<file path="src/verilog/fml_map.svh">
// Register offsets, field positions, reset values for the fault block
`ifndef FML_MAP_SVH
`define FML_MAP_SVH

// ==========================================================
// Register offsets (15-bit serial port address)
`define FML_ADDR_SUMMARY    15'h02c0
`define FML_ADDR_STATUS     15'h02c1
`define FML_ADDR_MASK       15'h02c2
`define FML_ADDR_LANES_LO   15'h02c4
`define FML_ADDR_LANES_HI   15'h02c5

// ==========================================================
// Field positions and reset values
`define FML_BIT_LANE_BUF    5
`define FML_FLAG_MSB        5
`define FML_MASK_RST        8'h3f
`define FML_STATUS_RST      8'h3f
`define FML_LANES_RST       16'hffff

// ==========================================================
// Serial frame layout
`define FML_FRAME_BITS      5'd24
`define FML_LAST_BIT        5'd23
`define FML_ADDR_LAST_BIT   5'd15
`define FML_DATA_FIRST      5'd16

`endif

</file>
<file path="src/verilog/fml_pkg.sv">
// Types shared by the fault block and its serial register port
package fml_pkg;

  // ==========================================================
  // Fault condition inputs other than the lane buffers
  typedef struct packed {
    logic lock_loss;
    logic link_state;
    logic realign;
    logic osc_phase;
    logic divider;
  } fml_fault_src_t;

  // Register request from the serial port
  typedef struct packed {
    logic        wr;
    logic [14:0] addr;
    logic [7:0]  data;
  } fml_reg_req_t;

  // Serial port state
  typedef struct packed {
    logic        sclk_q;
    logic [4:0]  cnt;
    logic [23:0] sh;
    logic [7:0]  tx;
    logic        rd;
    logic        load;
    logic        sdo;
    logic        sdo_oe;
    fml_reg_req_t req;
  } fml_spi_t;

  // Fault register state
  typedef struct packed {
    logic [7:0]  mask;
    logic [7:0]  status;
    logic [15:0] lanes;
    logic        summary;
    logic        cal_pin;
  } fml_core_t;

endpackage : fml_pkg

</file>
<file path="src/verilog/fml_spi_slave.sv">
// Serial register port: 24-bit frames, mode 0, sampled on clk
`timescale 1ns/1ns
`include "fml_map.svh"
module fml_spi_slave
  import fml_pkg::*;
(
  // Clock and reset
  input  wire logic         clk,
  input  wire logic         arst_n,
  // Serial pins
  input  wire logic         sclk,
  input  wire logic         cs_n,
  input  wire logic         sdi,
  output logic              sdo,
  output logic              sdo_oe,
  // Register side
  output fml_reg_req_t      req,
  input  wire logic [7:0]   rd_data
);

  fml_spi_t st;
  fml_spi_t next_st;
  logic [23:0] shifted;
  logic        rise;
  logic        fall;

  assign rise    = sclk & ~st.sclk_q;
  assign fall    = ~sclk & st.sclk_q;
  assign shifted = {st.sh[22:0], sdi};

  // ==========================================================
  // Frame engine
  always_comb begin
    next_st        = st;
    next_st.sclk_q = sclk;
    next_st.req.wr = 1'b0;
    next_st.load   = 1'b0;
    if (cs_n) begin
      next_st.cnt    = 5'd0;
      next_st.rd     = 1'b0;
      next_st.sdo_oe = 1'b0;
    end else begin
      if (rise) begin
        next_st.sh  = shifted;
        // Saturate so extra bits cannot wrap into a second frame
        if (st.cnt != `FML_FRAME_BITS) begin
          next_st.cnt = st.cnt + 5'd1;
        end
        if (st.cnt == 5'd0) begin
          next_st.rd = sdi;
        end
        // Address latched after 16 bits so read data is ready early
        if (st.cnt == `FML_ADDR_LAST_BIT) begin
          next_st.req.addr = shifted[14:0];
          next_st.load     = st.rd;
        end
        if (st.cnt == `FML_LAST_BIT && !st.rd) begin
          next_st.req.wr   = 1'b1;
          next_st.req.data = shifted[7:0];
        end
      end
      if (st.load) begin
        next_st.tx = rd_data;
      end
      if (fall && st.rd && st.cnt >= `FML_DATA_FIRST
          && st.cnt < `FML_FRAME_BITS) begin
        next_st.sdo    = st.tx[7];
        next_st.tx     = {st.tx[6:0], 1'b0};
        next_st.sdo_oe = 1'b1;
      end
    end
  end

  always_ff @(posedge clk or negedge arst_n) begin
    if (!arst_n) begin
      st <= '0;
    end else begin
      st <= next_st;
    end
  end

  assign sdo    = st.sdo;
  assign sdo_oe = st.sdo_oe;
  assign req    = st.req;

endmodule : fml_spi_slave

</file>
<file path="src/verilog/fml_top.sv">
// Fault status, mask, summary and per-lane buffer fault registers
`timescale 1ns/1ns
`include "fml_map.svh"
module fml_top
  import fml_pkg::*;
(
  // Clock and reset
  input  wire logic         clk,
  input  wire logic         arst_n,
  input  wire logic         soft_reset,
  // Serial register port
  input  wire logic         sclk,
  input  wire logic         cs_n,
  input  wire logic         sdi,
  output logic              sdo,
  output logic              sdo_oe,
  // Fault conditions from the converter
  input  wire logic [15:0]  lane_fault,
  input  wire logic [15:0]  lane_active,
  input  fml_fault_src_t    fault_src,
  // Summary outputs and cal status select
  input  wire logic         cal_status_sel,
  output logic              summary_flag,
  output logic              cal_status_pin
);

  fml_core_t    st;
  fml_core_t    next_st;
  fml_reg_req_t req;
  logic [7:0]   rd_data;
  logic [15:0]  lane_set;
  logic [15:0]  lane_clr;
  logic [5:0]   flag_set;
  logic         wr_status;
  logic         wr_mask;
  logic         wr_lo;
  logic         wr_hi;

  // ==========================================================
  // Address decode, shared by reads and writes
  function automatic logic hit(input logic [14:0] a,
                               input logic [14:0] target);
    hit = (a == target);
  endfunction : hit

  fml_spi_slave u_spi (
    .clk     (clk),
    .arst_n  (arst_n),
    .sclk    (sclk),
    .cs_n    (cs_n),
    .sdi     (sdi),
    .sdo     (sdo),
    .sdo_oe  (sdo_oe),
    .req     (req),
    .rd_data (rd_data)
  );

  assign wr_status = req.wr && hit(req.addr, `FML_ADDR_STATUS);
  assign wr_mask   = req.wr && hit(req.addr, `FML_ADDR_MASK);
  assign wr_lo     = req.wr && hit(req.addr, `FML_ADDR_LANES_LO);
  assign wr_hi     = req.wr && hit(req.addr, `FML_ADDR_LANES_HI);

  // ==========================================================
  // Event sources
  // Only lanes in use may raise a buffer fault
  assign lane_set = lane_fault & lane_active;
  assign flag_set = {|lane_set, fault_src};

  // Clear masks: a one clears, a zero keeps the bit
  always_comb begin
    lane_clr = 16'h0000;
    if (wr_lo) begin
      lane_clr[7:0] = req.data;
    end
    if (wr_hi) begin
      lane_clr[15:8] = req.data;
    end
    if (wr_status && req.data[`FML_BIT_LANE_BUF]) begin
      lane_clr = 16'hffff;
    end
  end

  // ==========================================================
  // Register update
  always_comb begin
    next_st = st;
    if (wr_mask) begin
      next_st.mask = req.data;
    end
    if (wr_status) begin
      next_st.status[7:6] = req.data[7:6];
      next_st.status[5:0] = st.status[5:0] & ~req.data[5:0];
    end
    // Set applied last so a same-cycle clear cannot lose an event
    next_st.status[5:0] = next_st.status[5:0] | flag_set;
    next_st.lanes = (st.lanes & ~lane_clr) | lane_set;
    if (soft_reset) begin
      next_st.mask   = `FML_MASK_RST;
      next_st.status = `FML_STATUS_RST;
      next_st.lanes  = `FML_LANES_RST;
    end
    // Summary follows the new flags so it never lags the status
    next_st.summary = |(next_st.status[5:0]
                        & ~next_st.mask[5:0]);
    next_st.cal_pin = cal_status_sel & next_st.summary;
  end

  always_ff @(posedge clk or negedge arst_n) begin
    if (!arst_n) begin
      st.mask    <= `FML_MASK_RST;
      st.status  <= `FML_STATUS_RST;
      st.lanes   <= `FML_LANES_RST;
      st.summary <= 1'b0;
      st.cal_pin <= 1'b0;
    end else begin
      st <= next_st;
    end
  end

  // ==========================================================
  // Read mux; unmapped addresses read zero
  always_comb begin
    rd_data = 8'h00;
    if (hit(req.addr, `FML_ADDR_SUMMARY)) begin
      rd_data = {7'h00, st.summary};
    end else if (hit(req.addr, `FML_ADDR_STATUS)) begin
      rd_data = st.status;
    end else if (hit(req.addr, `FML_ADDR_MASK)) begin
      rd_data = st.mask;
    end else if (hit(req.addr, `FML_ADDR_LANES_LO)) begin
      rd_data = st.lanes[7:0];
    end else if (hit(req.addr, `FML_ADDR_LANES_HI)) begin
      rd_data = st.lanes[15:8];
    end
  end

  assign summary_flag   = st.summary;
  assign cal_status_pin = st.cal_pin;

  // ==========================================================
  // Status flags
  generate
    for (genvar i = 0; i < 6; i++) begin : g_flag_chk

    end
  endgenerate

  // ==========================================================
  // Per-lane flags
  generate
    for (genvar i = 0; i < 16; i++) begin : g_lane_chk

    end
  endgenerate
endmodule : fml_top

</file>
<file path="config.mk">
export PLATFORM = sky130hd
export DESIGN_NAME = fml_top
export DESIGN_NICKNAME = d
export VERILOG_FILES = /design/src/verilog/fml_pkg.sv /design/src/verilog/fml_spi_slave.sv /design/src/verilog/fml_top.sv
export VERILOG_INCLUDE_DIRS = /design/src /design/src/verilog
export SDC_FILE = /design/constraint.sdc
export NUM_CORES = 1
export LEC_CHECK = 0
export BUFFER_PORTS_ARGS = -buffer_cell sky130_fd_sc_hd__buf_2
export CORE_MARGIN = 3
export CORE_UTILIZATION = 55
export DETAILED_ROUTE_END_ITERATION = 8
export PLACE_DENSITY = 0.75
export SETUP_SLACK_MARGIN = 0.1
export SLEW_MARGIN = 30
export SYNTH_ARGS = -nofsm -noshare
export SYNTH_HDL_FRONTEND = slang
export SYNTH_HIERARCHICAL = 1
export SYNTH_SLANG_ARGS = --single-unit
</file>
<file path="constraint.sdc">
create_clock -name clk -period 3.2 [get_ports clk]
set_clock_uncertainty 0.15 [all_clocks]
set_input_delay 0.64 -clock clk [delete_from_list [all_inputs] [get_ports clk]]
set_output_delay 0.64 -clock clk [all_outputs]
set_load 0.01 [all_outputs]
</file>
==> results.py <==
metrics = {
    "status": {
        "status": "finished, final reports clean",
    },
    "yosys": {
        "avgSynthCellArea_sq_um": 10.8,
        "synthFlopType": "dfrtp_1",
        "yosysMostFrequentCell": "dfrtp_1",
        "synthTopCellsByArea": "dfrtp_1, dfstp_2, mux2_2",
        "yosys_warnings": 6,
        "seq_area_frac_synth_pct": 48.5,
        "synth_common_cells": "dfrtp_1, mux2_2, nor2_1, dfstp_2, inv_1",
        "async_flop_share_pct": 100,
        "synth_edf_count": 0,
        "yosys_register_bits": 90,
        "syn_nets": 485,
        "yosysUniqueCellTypes": 68,
        "synth_cells": 438,
        "yosys.area.top_type": "dfrtp_1",
        "synth.top_cell.area_share_pct": 32.9,
        "syn_area_sq_um": 4720,
    },
    "clocking": {
        "cts_resized": 0,
        "insertion_delay_ns": 0.36,
        "cts_tree": "yes",
        "clockBufferDepth": 2,
        "ctsHoldBuffers": 0,
        "root_buffer": "clkbuf_8",
        "htreeDepth": 3,
        "cts_buffers": 9,
        "cts_num_sinks": 90,
        "clk_pin_slew_ns": 0.09,
        "post-cts-setup-buffers": 0,
    },
    "global_route": {
        "grt_overflow_total": 0,
        "grt_use_met2_pct": 34.9,
        "grt_pass1_wl_um": 16800,
        "groute.usage.overall_pct": 21.6,
        "met3_usage_pct": 6.30,
        "met1_usage_pct": 28.4,
        "grt_max_degree": 54,
        "grt-busiest-layer": "met2",
        "grt_pass1_vias": 3389,
        "antenna_found_initial": 0,
    },
    "placed_design": {
        "dpl.hpwl_um": 7420,
        "dpl_worst_slack_ns": 0.467,
        "io_buffers": 47,
        "place.gp.congestion": 0.942,
    },
    "drt": {
        "firstDrtPassIters": 6,
        "wl_per_cell_um": 17.5,
        "routed-via-count": 3437,
        "drtAntennaViolNets": 0,
        "wirelength_um": 9960,
        "drcViolationCount": 0,
        "via_per_inst": 6.04,
        "drtIter0Drc": 219,
    },
    "timing": {
        "setup_slack_ns": 0.434,
        "worstMarginPinSlew_ns": 0.658,
        "grt_setup_unrepaired": "no",
        "finalCritPeriodShare_pct": 86.4,
        "finalWorstPathRequiredPeriod_ns": 2.77,
        "finalSetupTns_ns": 0,
        "setup_viol": 0,
        "hold_viol": 0,
        "slew_headroom_pct": 55.8,
        "slew_viol_final": 0,
        "fmax_mhz": 362,
    },
    "setup_path": {
        "end_kind": "register",
        "cp.required_ns": 3.28,
        "crit_path_start": "u_spi/req[19]$_DFFE_PN0P_",
        "start_kind": "register",
        "timing.rr.end": "summary_flag$_DFF_PN0_",
        "cp_max_fo": 9,
        "rr_worst_depth": 5,
        "worst-r2r-setup-slack_ns": 0.43,
        "critPathArrivalTime_ns": 2.84,
        "r2r_start": "u_spi/req[19]$_DFFE_PN0P_",
        "setup.worst_path.end": "summary_flag$_DFF_PN0_",
        "path_class": "reg -> reg",
    },
    "final_layout": {
        "area_growth_pct": 7.21,
        "diodes": 0,
        "drive_gt1_share_pct": 34.7,
        "fin_nets": 506,
    },
    "die": {
        "dieArea_sq_um": 9730,
        "num_io_pins": 48,
        "die_w_um": 98.6,
        "start_util_pct": 57.2,
        "chipHeight_um": 98.6,
        "rows": 33,
        "coreArea_sq_um": 8260,
    },
    "min_path": {
        "hp-class": "in -> async",
    },
    "pwr": {
        "vdd_ir_drop_max_uv": 337,
        "powerDensity_nw_per_um2": 429,
        "power_leakage_uw": 0.00220,
    },
    "flow_run": {
        "maxCapViolations": 0,
    },
}
[worst max-delay path: stages, from the launching register on]
cell and delay, ns:
dfrtp_1 0.40, or4b_1 0.65, nor4_4 0.62, mux2_2 0.42, a22oi_1 0.27, nand4_1 0.13
[sequential cells by signal (all words and copies together), names as in the netlist]
signal and count:
u_spi/sdo 1, u_spi/sdo_oe 1, cal_status_pin 1, u_spi/req 24, u_spi/st 16, summary_flag 1, st 32, u_spi/shifted 14
[layout make-up]
class	count	area, sq um
Fill cell	717	3200
Multi-Input combinational cell	276	2040
Tap cell	105	131
Clock inverter	6	53.8
Sequential cell	90	2290
Clock buffer	10	138
Timing Repair Buffer	54	303
Inverter	28	105
[stage by stage]
stage	utilization, %	instance area, sq um	total power (uW)	std cells	hold WS [ns]
after floorplan	-	4720	1360	438	0.194
after global placement	59.0	4870	1440	553	0.327
after detailed placement	59.0	4870	1450	553	0.333
after CTS	61.3	5060	2200	569	0.0808
after global routing	61.3	5060	2280	569	0.100
final	61.3	5060	2170	569	0.0837
[per-layer routing]
layer / up-vias / part of all wire [%] / routed length [um]
met2: 103 / 50 / 4980
met3: 18 / 6.7 / 668
li1: 1609 / - / -
met1: 1707 / 41 / 4100
met4: 0 / 2.1 / 209
met5: - / 0 / 0
[where the power goes]
group | internal, uW | switching [uW]
sequential | 1200 | 60.2
clock | 318 | 421
combinational | 87.0 | 84.0
total | 1610 | 565
[kinds of logic after synthesis]
group           Yosys count  share of synthesized area [%]
fa+ha+maj                 3                          0.795
buf+inv                  72                           8.27
mux                      47                           11.1
flops                    90                           48.5
simple gates            128                           16.0
compound gates           98                           15.3
[placed cells by master (no fill, tap or decap), drive strengths merged, types with 3 or more instances in the layout]
master   instances
a2111oi          6
a21oi           23
a221o            4
a221oi           7
a22oi            7
a311o            8
a31oi            5
and2            11
and4             3
buf             54
clkbuf          10
dfrtp           62
dfstp           28
ha               3
inv             32
mux2            43
mux2i            4
nand2           23
nand3            6
nor2            40
nor3            10
nor4             4
o21ai           16
o22ai            6
or3              4
or4              3
or4bb            4
[worst min path at each step]
| stage | startpoint | to | slack, ns | cells after the start |
|---|---|---|---|---|
| after floorplan | arst_n | cal_status_pin$_DFF_PN0_ | 0.19 | 0 |
| after global placement | u_spi/sdo_oe$_DFFE_PN0P_ | u_spi/sdo_oe$_DFFE_PN0P_ | 0.33 | 1 |
| after detailed placement | u_spi/sdo_oe$_DFFE_PN0P_ | u_spi/sdo_oe$_DFFE_PN0P_ | 0.33 | 1 |
| after CTS | arst_n | u_spi/st[35]$_DFFE_PN0P_ | 0.08 | 1 |
| after global routing | arst_n | u_spi/st[35]$_DFFE_PN0P_ | 0.10 | 1 |
| final | arst_n | u_spi/st[35]$_DFFE_PN0P_ | 0.08 | 1 |
Power figures use the tool's default switching activity.
